`config.mk`:
```
export PLATFORM = sky130hd
export DESIGN_NAME = dcbh_top
export DESIGN_NICKNAME = d
export VERILOG_FILES = /design/src/dcbh_pkg.sv /design/src/dcbh_top.sv
export SDC_FILE = /design/constraint.sdc
export NUM_CORES = 1
export LEC_CHECK = 0
export ABC_CLOCK_PERIOD_IN_PS = 2530
export BUFFER_PORTS_ARGS = -buffer_cell sky130_fd_sc_hd__buf_2
export CORE_MARGIN = 1
export CORE_UTILIZATION = 45
export CTS_CLUSTER_SIZE = 12
export DETAILED_ROUTE_END_ITERATION = 10
export PLACE_DENSITY = 0.91
export RECOVER_POWER = 25
export SYNTH_ARGS = -nofsm -noshare
export SYNTH_HDL_FRONTEND = slang
export SYNTH_SLANG_ARGS = --single-unit
```
`constraint.sdc`:
```
create_clock -name pclk -period 2.53 [get_ports pclk]
set_input_delay 0.253 -clock pclk [delete_from_list [all_inputs] [get_ports pclk]]
set_output_delay 0.253 -clock pclk [all_outputs]
set_load 0.01 [all_outputs]
```
`src/dcbh_pkg.sv`:
```
// Package for the dual core bus handover block
package dcbh_pkg;

  // ==========================================================
  // Register map (APB byte addresses)
  localparam logic [7:0] DCBH_CTRL_ADDR   = 8'h00;
  localparam logic [7:0] DCBH_STATUS_ADDR = 8'h04;
  localparam logic [7:0] DCBH_COUNT_ADDR  = 8'h08;

  // ==========================================================
  // Field positions and reset values
  localparam int         DCBH_CTRL_EN_BIT  = 0;
  localparam logic [0:0] DCBH_CTRL_RST     = 1'h1;
  localparam int         DCBH_ST_SEL_BIT   = 0;
  localparam int         DCBH_ST_SECONDARY_RESET_OUT_BIT  = 1;
  localparam int         DCBH_ST_WAIT_BIT  = 2;
  localparam int         DCBH_ST_PFLT_BIT  = 3;
  localparam int         DCBH_ST_SFLT_BIT  = 4;
  localparam int         DCBH_ST_ARM_BIT   = 5;
  localparam int         DCBH_ST_REL_BIT   = 6;

  // ==========================================================
  // Handover trigger addresses
  localparam logic [7:0]  DCBH_PRI_PORT  = 8'h38;
  localparam logic [15:0] DCBH_SEC_STORE = 16'hA038;

  // ==========================================================
  // Types
  typedef enum logic [1:0] {
    ST_PRI,
    ST_PRI_FLT,
    ST_SEC,
    ST_SEC_FLT
  } dcbh_state_t;

  typedef struct packed {
    logic [15:0] addr;
    logic [7:0]  data;
    logic        memory_request_strobe_n;
    logic        io_request_strobe_n;
    logic        rd_n;
    logic        wr_n;
  } dcbh_pri_bus_t;

  typedef struct packed {
    logic [15:0] addr;
    logic [7:0]  data;
    logic        mem_en;
    logic        io_en;
    logic        out_drive;
    logic        rw;
  } dcbh_sec_bus_t;

  typedef struct packed {
    dcbh_pri_bus_t bus;
    logic          oe;
  } dcbh_sys_bus_t;

  localparam dcbh_sys_bus_t DCBH_SYS_IDLE = '{bus: '{addr: 16'h0000, data: 8'h00,
                                                      memory_request_strobe_n: 1'b1, io_request_strobe_n: 1'b1,
                                                      rd_n: 1'b1, wr_n: 1'b1},
                                               oe: 1'b0};

endpackage

```
`src/dcbh_top.sv`:
```
// Bus handover arbiter between a primary and a secondary processor core
`timescale 1ns/1ps

module dcbh_top
  import dcbh_pkg::*;
(
  // APB
  input  wire logic          pclk,
  input  wire logic          presetn,
  input  wire logic          psel,
  input  wire logic          penable,
  input  wire logic          pwrite,
  input  wire logic [7:0]    paddr,
  input  wire logic [31:0]   pwdata,
  output logic      [31:0]   prdata,
  output logic               pready,
  output logic               pslverr,
  // External reset pin
  input  wire logic          system_reset_in,
  // Primary core
  input  wire dcbh_pri_bus_t pri_bus,
  input  wire logic          pri_halt_n,
  output logic               pri_float,
  // Secondary core
  input  wire dcbh_sec_bus_t sec_bus,
  output logic               sec_float,
  output logic               secondary_reset_out,
  output logic               secondary_wait,
  // Shared system bus
  output dcbh_sys_bus_t      sys_bus,
  output logic               core_select
);

  // ==========================================================
  // Strobe translation
  // secondary strobe mapping
  function automatic dcbh_pri_bus_t map_sec(input dcbh_sec_bus_t s);
    dcbh_pri_bus_t m;
    m.addr   = s.addr;
    m.data   = s.data;
    m.memory_request_strobe_n = ~s.mem_en;
    m.io_request_strobe_n = ~s.io_en;
    m.rd_n   = ~s.out_drive;
    m.wr_n   = s.rw;
    return m;
  endfunction

  // ==========================================================
  // Reset pin synchroniser
  logic rst_meta_r;
  logic rst_sync_r;

  always_ff @(posedge pclk or negedge presetn) begin
    if (!presetn) begin
      rst_meta_r <= 1'b0;
      rst_sync_r <= 1'b0;
    end else begin
      rst_meta_r <= system_reset_in;
      rst_sync_r <= rst_meta_r;
    end
  end

  // Synchroniser powers up asserted, so pin reset covers the first edges
  wire sys_rst = ~rst_sync_r;

  // ==========================================================
  // Registers and state
  dcbh_state_t   state_r, state_nxt;
  logic          en_r;
  logic          armed_r, armed_nxt;
  logic          released_r;
  logic [15:0]   count_r;
  logic          sel_r, sel_nxt;
  logic          secondary_reset_out_r, secondary_reset_out_nxt;
  logic          wait_r, wait_nxt;
  logic          pflt_r, pflt_nxt;
  logic          sflt_r, sflt_nxt;
  dcbh_sys_bus_t sys_r, sys_nxt;
  logic [31:0]   prdata_r;
  logic          pready_r;
  logic          pslverr_r;

  // ==========================================================
  // Trigger decode
  // port 38H write seen from the primary
  wire pri_port_wr = ~pri_bus.io_request_strobe_n & ~pri_bus.wr_n &
                     (pri_bus.addr[7:0] == DCBH_PRI_PORT);
  // store to A038H seen from the secondary
  wire sec_store   = sec_bus.mem_en & ~sec_bus.rw &
                     (sec_bus.addr == DCBH_SEC_STORE);
  wire pri_go      = en_r & armed_r & ~pri_halt_n;
  wire sec_go      = en_r & sec_store;

  // ==========================================================
  // Handover sequencing
  always_comb begin
    state_nxt = state_r;
    armed_nxt = armed_r | pri_port_wr;
    sel_nxt   = sel_r;
    secondary_reset_out_nxt  = secondary_reset_out_r;
    wait_nxt  = wait_r;
    pflt_nxt  = pflt_r;
    sflt_nxt  = sflt_r;
    unique case (state_r)
      ST_PRI: begin
        if (pri_go) begin
          pflt_nxt  = 1'b1;
          state_nxt = ST_PRI_FLT;
        end
      end
      ST_PRI_FLT: begin
        // select moves one cycle after float
        sel_nxt   = 1'b0;
        secondary_reset_out_nxt  = 1'b0;
        sflt_nxt  = 1'b0;
        // Set wins over the clear in this cycle
        armed_nxt = pri_port_wr;
        state_nxt = ST_SEC;
      end
      ST_SEC: begin
        // wait drops after select is low
        wait_nxt = 1'b0;
        if (sec_go && !wait_r) begin
          wait_nxt  = 1'b1;
          sflt_nxt  = 1'b1;
          state_nxt = ST_SEC_FLT;
        end
      end
      ST_SEC_FLT: begin
        sel_nxt   = 1'b1;
        pflt_nxt  = 1'b0;
        state_nxt = ST_PRI;
      end
    endcase
  end

  // ==========================================================
  // Shared bus selection
  // only the unfloated owner drives
  // Registered copy, so the bus trails the state by one cycle;
  // the float cycle between owners absorbs that lag
  wire pri_drv = (state_r == ST_PRI) & ~pflt_r;
  wire sec_drv = (state_r == ST_SEC) & ~sflt_r & ~wait_r;

  always_comb begin
    sys_nxt = DCBH_SYS_IDLE;
    if (pri_drv) begin
      sys_nxt.bus = pri_bus;
      sys_nxt.oe  = 1'b1;
    end else if (sec_drv) begin
      sys_nxt.bus = map_sec(sec_bus);
      sys_nxt.oe  = 1'b1;
    end
  end

  // reset forces the primary to own the bus
  always_ff @(posedge pclk or negedge presetn) begin
    if (!presetn) begin
      state_r <= ST_PRI;
      armed_r <= 1'b0;
      sel_r   <= 1'b1;
      secondary_reset_out_r  <= 1'b1;
      wait_r  <= 1'b0;
      pflt_r  <= 1'b0;
      sflt_r  <= 1'b1;
      sys_r   <= DCBH_SYS_IDLE;
    end else if (sys_rst) begin
      state_r <= ST_PRI;
      armed_r <= 1'b0;
      sel_r   <= 1'b1;
      secondary_reset_out_r  <= 1'b1;
      wait_r  <= 1'b0;
      pflt_r  <= 1'b0;
      sflt_r  <= 1'b1;
      sys_r   <= DCBH_SYS_IDLE;
    end else begin
      state_r <= state_nxt;
      armed_r <= armed_nxt;
      sel_r   <= sel_nxt;
      secondary_reset_out_r  <= secondary_reset_out_nxt;
      wait_r  <= wait_nxt;
      pflt_r  <= pflt_nxt;
      sflt_r  <= sflt_nxt;
      sys_r   <= sys_nxt;
    end
  end

  // Survives pin reset so software can see a handover happened
  always_ff @(posedge pclk or negedge presetn) begin
    if (!presetn) begin
      released_r <= 1'b0;
      count_r    <= 16'h0000;
    end else if (state_r == ST_PRI_FLT) begin
      released_r <= 1'b1;
      count_r    <= count_r + 16'h0001;
    end
  end

  // ==========================================================
  // APB slave, zero wait states
  wire setup   = psel & ~penable;
  wire hit_ctl = (paddr == DCBH_CTRL_ADDR);
  wire hit_st  = (paddr == DCBH_STATUS_ADDR);
  wire hit_cnt = (paddr == DCBH_COUNT_ADDR);
  wire mapped  = hit_ctl | hit_st | hit_cnt;
  wire wr_ctl  = psel & penable & pwrite & hit_ctl;

  wire [31:0] status_w = {25'h0000000, released_r, armed_r, sflt_r,
                          pflt_r, wait_r, secondary_reset_out_r, sel_r};
  wire [31:0] rd_mux   = hit_ctl ? {31'h00000000, en_r} :
                         hit_st  ? status_w :
                         hit_cnt ? {16'h0000, count_r} : 32'h00000000;

  always_ff @(posedge pclk or negedge presetn) begin
    if (!presetn) begin
      en_r      <= DCBH_CTRL_RST;
      prdata_r  <= 32'h00000000;
      pready_r  <= 1'b0;
      pslverr_r <= 1'b0;
    end else begin
      if (wr_ctl) begin
        en_r <= pwdata[DCBH_CTRL_EN_BIT];
      end
      pready_r  <= setup;
      pslverr_r <= setup & ~mapped;
      prdata_r  <= (setup && !pwrite) ? rd_mux : 32'h00000000;
    end
  end

  // ==========================================================
  // Outputs
  // owner indication
  assign core_select         = sel_r;
  assign secondary_reset_out = secondary_reset_out_r;
  assign secondary_wait      = wait_r;
  assign pri_float           = pflt_r;
  assign sec_float           = sflt_r;
  assign sys_bus             = sys_r;
  assign prdata              = prdata_r;
  assign pready              = pready_r;
  assign pslverr             = pslverr_r;
endmodule // dcbh_top

```
# Yosys cells after proc, flatten, opt, wreduce, memory -nomap -nowiden
# Cells that the tools add are included.
[totals] wordCells=102 register_bits=75 in_bits=103
[op_classes] mux=26 addsub=1 bitwise_logic=30 n_eq_ne=14 reduce_logical=9
[ops] op="29-bit two-way mux" n=3
[ops] op="16-bit two-way mux" n=4
[ops] op="16-bit by 1-bit adder with 16-bit output, second input constant" n=1
[ops] op="16-bit == test, second input constant" n=1
[ops] op="1-bit AND" n=15
[ops] op="1-bit two-way mux" n=12
[ops] op="1-bit NOT" n=12
[ops] op="3-bit by 1-bit inequality test with 1-bit output, second input constant" n=3
[ops] op="8-bit by 3-bit == test with 1-bit output, second input constant" n=1
[ops] op="8-bit by 4-bit == test with 1-bit output, second input constant" n=1
[ops] op="8-bit by 6-bit == test with 1-bit output, second input constant" n=1
[ops] op="8-bit zero test" n=1
[ops] op="2-bit case mux with 4 select lines" n=1
[ops] op="2-bit two-way mux" n=3
[ops] op="3-bit inequality test, second input constant" n=2
[ops] op="1-bit case mux with 2 select lines" n=3
[ops] op="2-bit AND reduction" n=3
[ops] op="2-bit == test, second input constant" n=2
[ops] op="2-bit by 1-bit inequality test with 1-bit output, second input constant" n=2
[ops] op="1-bit bitwise OR" n=3
[ops] op="2-bit by 1-bit == test with 1-bit output, second input constant" n=1
[ops] op="1-bit logical AND" n=2
[ops] op="1-bit zero test" n=2
[ops] op="2-bit zero test" n=1

# Longest topological paths before layout
[depth] ltp_word=8 depth_mapped=7 depth_no_buf=6

# Least setup slack after synthesis
# OpenSTA, ideal clock, no wires.
[synth_path] kind="reg2reg" start="register state_r[1]" end="register count_r[13]" period_less_slack_ns=1.940 t_required_ns=2.407 t_arrival_ns=1.817 path_stages_with_launch=8 path_slack_ns=0.590 setup_ns=0.123 cell_sequence="dfrtp_1 > inv_1 > ha_1 > clkbuf_1 > nand4_1 > nor4_1 > nand3_1 > xnor2_1"
[synth_between] elab_chain_len=1
[synth_rtl] item="from (decl)" line_no="dcbh_top.sv:68" rtl="dcbh_state_t state_r, state_nxt;"
[synth_rtl] item="from (signal assigned)" line_no="dcbh_top.sv:177" rtl="state_r <= state_nxt;"
[synth_rtl] item="2-bit by 1-bit == test with 1-bit output" line_no="dcbh_top.sv:193" rtl="end else if (state_r == ST_PRI_FLT) begin"
[synth_rtl] item="to (signal assigned)" line_no="dcbh_top.sv:195" rtl="count_r <= count_r + 16'h0001;"
[synth_rtl] item="to (decl)" line_no="dcbh_top.sv:72" rtl="logic [15:0] count_r;"
# No other way between the ends.
# A chain may end at the register's enable or synchronous reset.

# Worst setup path after layout
[layout_path] start="register wait_r, in the netlist secondary_wait" end="register state_r[1]"
[layout_between] elab_chain_len=4
[layout_rtl] item="from (decl)" line_no="dcbh_top.sv:75" rtl="logic wait_r, wait_nxt;"
[layout_rtl] item="from (signal assigned)" line_no="dcbh_top.sv:181" rtl="wait_r <= wait_nxt;"
[layout_rtl] item="1-bit zero test" line_no="dcbh_top.sv:123" rtl="if (sec_go && !wait_r) begin"
[layout_rtl] item="1-bit logical AND" line_no="dcbh_top.sv:123"
[layout_rtl] item="3-bit inequality test (no source line)"
[layout_rtl] item="2-bit AND reduction (no source line)"
# No other way between the ends.

==> impl_metrics.py <==
metrics = {
    "clock_tree": {
        "clock_path_buffers": 2,
        "htree_num_levels": 3,
        "cts.clk_slew.worst_paths_ps": 80,
        "cts_root_buf": "clkbuf_8",
        "cts_setup_buffers": 0,
        "holdBufCountCts": 0,
        "clk_latency_ps": 350,
        "cts_resized": 0,
        "cts_tree": "done",
        "cts_sinks": 75,
        "numCtsBuffers": 9,
    },
    "grt": {
        "grt_pass1_wl_mm": 12.2,
        "antenna_found_initial": 0,
        "grt_pass1_vias": 2621,
        "grt_max_degree": 76,
        "overflow": 0,
        "grt_usage_pct": 21.4,
    },
    "setup_path": {
        "r2r_setup_slack_ps": 450,
        "r2r_cells": 4,
        "cp-start-kind": "flip-flop",
        "crit_slowest_cell": "or4b_1",
        "critical_path.max_stage_delay_ps": 600,
        "timing.rr.start": "secondary_wait$_DFFE_PN0P_",
        "path_class": "flip-flop to flip-flop",
        "cp.arrival_ps": 2300,
        "end_kind": "flip-flop",
        "path_max_fanout": 5,
        "r2r_end": "state_r[1]$_DFFE_PN0P_",
        "crit_path_cell_trace": "or4b_1 > or4_4 > o2111ai_2 > o221ai_2",
        "required_ps": 2750,
    },
    "floorplan": {
        "die_h_um": 87.4,
        "initial_core_util_pct": 47.5,
        "die_area_um2": 7640,
        "die_w_um": 87.4,
        "fp-row-count": 30,
        "pin_count": 171,
        "coreArea_um2": 6910,
    },
    "min_path": {
        "worstHoldStart": "system_reset_in",
        "hp-class": "input port to flip-flop",
        "min_to": "rst_meta_r$_DFF_PN0_",
        "hold_depth": 1,
    },
    "detailed_routing": {
        "drcViolationCount": 0,
        "dr.max_layer_used": "met4",
        "first_pass_iters": 4,
        "vias": 2725,
        "drtIter0Drc": 82,
        "wl_met2_mm": 3.84,
        "viasPerCell": 5.06,
        "ant_nets": 0,
        "wl_met1_mm": 3.04,
        "wl_met3_um": 569,
        "wl_per_cell_um": 14.3,
        "wl_mm": 7.69,
    },
    "timing": {
        "finalMaxSlewViolations": 76,
        "max_slew.worst_pin.slew_ps": 1780,
        "setup_viol": 0,
        "fin_crit_ps": 2080,
        "setup_tns_ps": 0,
        "rsz0062_at_grt": "no",
        "fin_crit_sh_pct": 82.1,
        "fmax_ghz": 0.482,
        "relSlewSlack_pct": -18.3,
        "finClkSkew_ps": 11.3,
        "hold_viol_final": 0,
        "fin_ws_ps": 453,
    },
    "synthesis": {
        "ys_async_sr_fraction_pct": 100,
        "synth_ff_type": "dfrtp_1",
        "ys_ff_latch": 75,
        "post_synth_inst_count": 312,
        "synth_cell_types": 46,
        "seq_area_frac_synth_pct": 57.5,
        "yosys_warnings": 0,
        "synth_area_um2": 3280,
        "synth_edf_count": 0,
        "syn_avg_cell_area_um2": 10.5,
    },
    "job": {
        "drv_cap": 1,
    },
    "finish": {
        "layout.nets": 547,
        "area_growth_pct": 27.2,
        "final_core_util_pct": 60.4,
        "num_antenna_cells": 0,
        "layout-drive-gt1-share_pct": 36.3,
        "fill_cells": 580,
    },
    "pwr": {
        "powerDensity_nw_per_um2": 897,
        "peakVddDrop_v": 0.000460,
        "p_leak_nw": 2.17,
    },
    "outcome": {
        "status": "finished, violations left",
        "violations": "capacitance limit, slew limit",
    },
    "placement": {
        "gp_congestion": 0.802,
        "dp_hpwl_mm": 5.62,
        "place_ws_ps": 499,
        "io_buffers": 123,
    },
}
stage by stage:
stage               cells  power (mW)  hold WS, ps  instance area (um^2)
floorplan             327        2.29        -42.6                  3340
global placement      523        2.69          355                  3950
detailed placement    523        2.73          345                  3950
CTS                   539        3.76         3.54                  4180
global route          539        3.96         6.63                  4170
finish                539        3.75         18.8                  4170
power breakdown:
group          switching [mW]  internal, mW
registers               0.158          1.44
logic                   0.683         0.430
clock network           0.446         0.588
total                    1.29          2.46
flip-flops by register name, indices dropped and copies added (netlist names), 2 cells and up:
signal	flops
sys_bus	29
prdata	16
count_r	16
state_r	2
layout by cell type (no fill, tap or decap), drive strengths merged, types with 8 or more instances in the layout:
| master | instances |
|---|---|
| nand3 | 8 |
| nand2 | 64 |
| xnor2 | 8 |
| inv | 8 |
| nor2 | 11 |
| clkbuf | 12 |
| and2 | 9 |
| buf | 126 |
| dfrtp | 67 |
| dfstp | 8 |
| a21oi | 28 |
| conb | 16 |
cell families (layout without fill, tap and decap cells):
kind of cell               after synthesis  after routing  synth area share (%)
AOI/OAI and AO/OA                       49             49                  9.61
xor gates and xnor gates                15             15                  4.00
adders and majority gates                6              6                  2.29
buffers and inverters                   34            150                  5.72
DFF                                     75             75                  57.5
muxes                                    3              3                 0.992
other                                    1             16                 0.114
and+or+nand+nor                        129            129                  19.8
per-layer routing:
layer,vias up,global-route usage (%)
met5,-,0
met4,0,10.9
met3,23,3.98
met2,155,36.9
met1,1273,25.5
li1,1274,-
final cells by class:
type,count,area [um^2],area share (%)
clock buffers,11,141,3.39
well taps,96,120,2.88
multi-input cells,218,1270,30.4
repair buffers,127,646,15.5
inverters,7,26.3,0.629
clock inverters,5,85.1,2.04
flip-flops and latches,75,1890,45.2
how the worst max path moves through the flow:
stage	cells after the start	slack (ps)	end	startpoint
2_1_floorplan	7	590	count_r[13]$_DFFE_PN0P_	state_r[1]$_DFFE_PN0P_
3_3_place_gp	4	560	state_r[1]$_DFFE_PN0P_	secondary_wait$_DFFE_PN0P_
3_5_place_dp	4	500	state_r[1]$_DFFE_PN0P_	secondary_wait$_DFFE_PN0P_
4_1_cts	4	460	state_r[1]$_DFFE_PN0P_	secondary_wait$_DFFE_PN0P_
5_1_grt	7	370	count_r[12]$_DFFE_PN0P_	state_r[1]$_DFFE_PN0P_
6_report	4	450	state_r[1]$_DFFE_PN0P_	secondary_wait$_DFFE_PN0P_
synth_stat cells, types with 2 or more instances:
master	count	area [um^2]
nand4b_1	2	17.5
xor2_1	7	61.3
nor3_1	3	15.0
a21oi_1	28	140
dfrtp_1	67	1680
nand4_1	2	12.5
nand3_1	8	40.0
buf_4	16	120
nor4_1	7	43.8
and2_1	9	56.3
xnor2_1	8	70.1
mux2_2	2	22.5
a21o_1	2	15.0
nand2_1	64	240
nor2_1	11	41.3
ha_1	6	75.1
or4bb_1	3	33.8
dfstp_2	8	210
inv_1	6	22.5
nand2b_1	3	18.8
nor2b_1	7	43.8
a22oi_1	6	45.0
o211ai_1	3	22.5
clkbuf_1	11	41.3
and3_1	2	12.5
critical path: cells and delay by family, from the launching register on:
kind | cells | cell delay (ps)
flops | 1 | 450
compound gates | 2 | 320
simple gates | 2 | 1190
(Power assumes the default switching activity.)
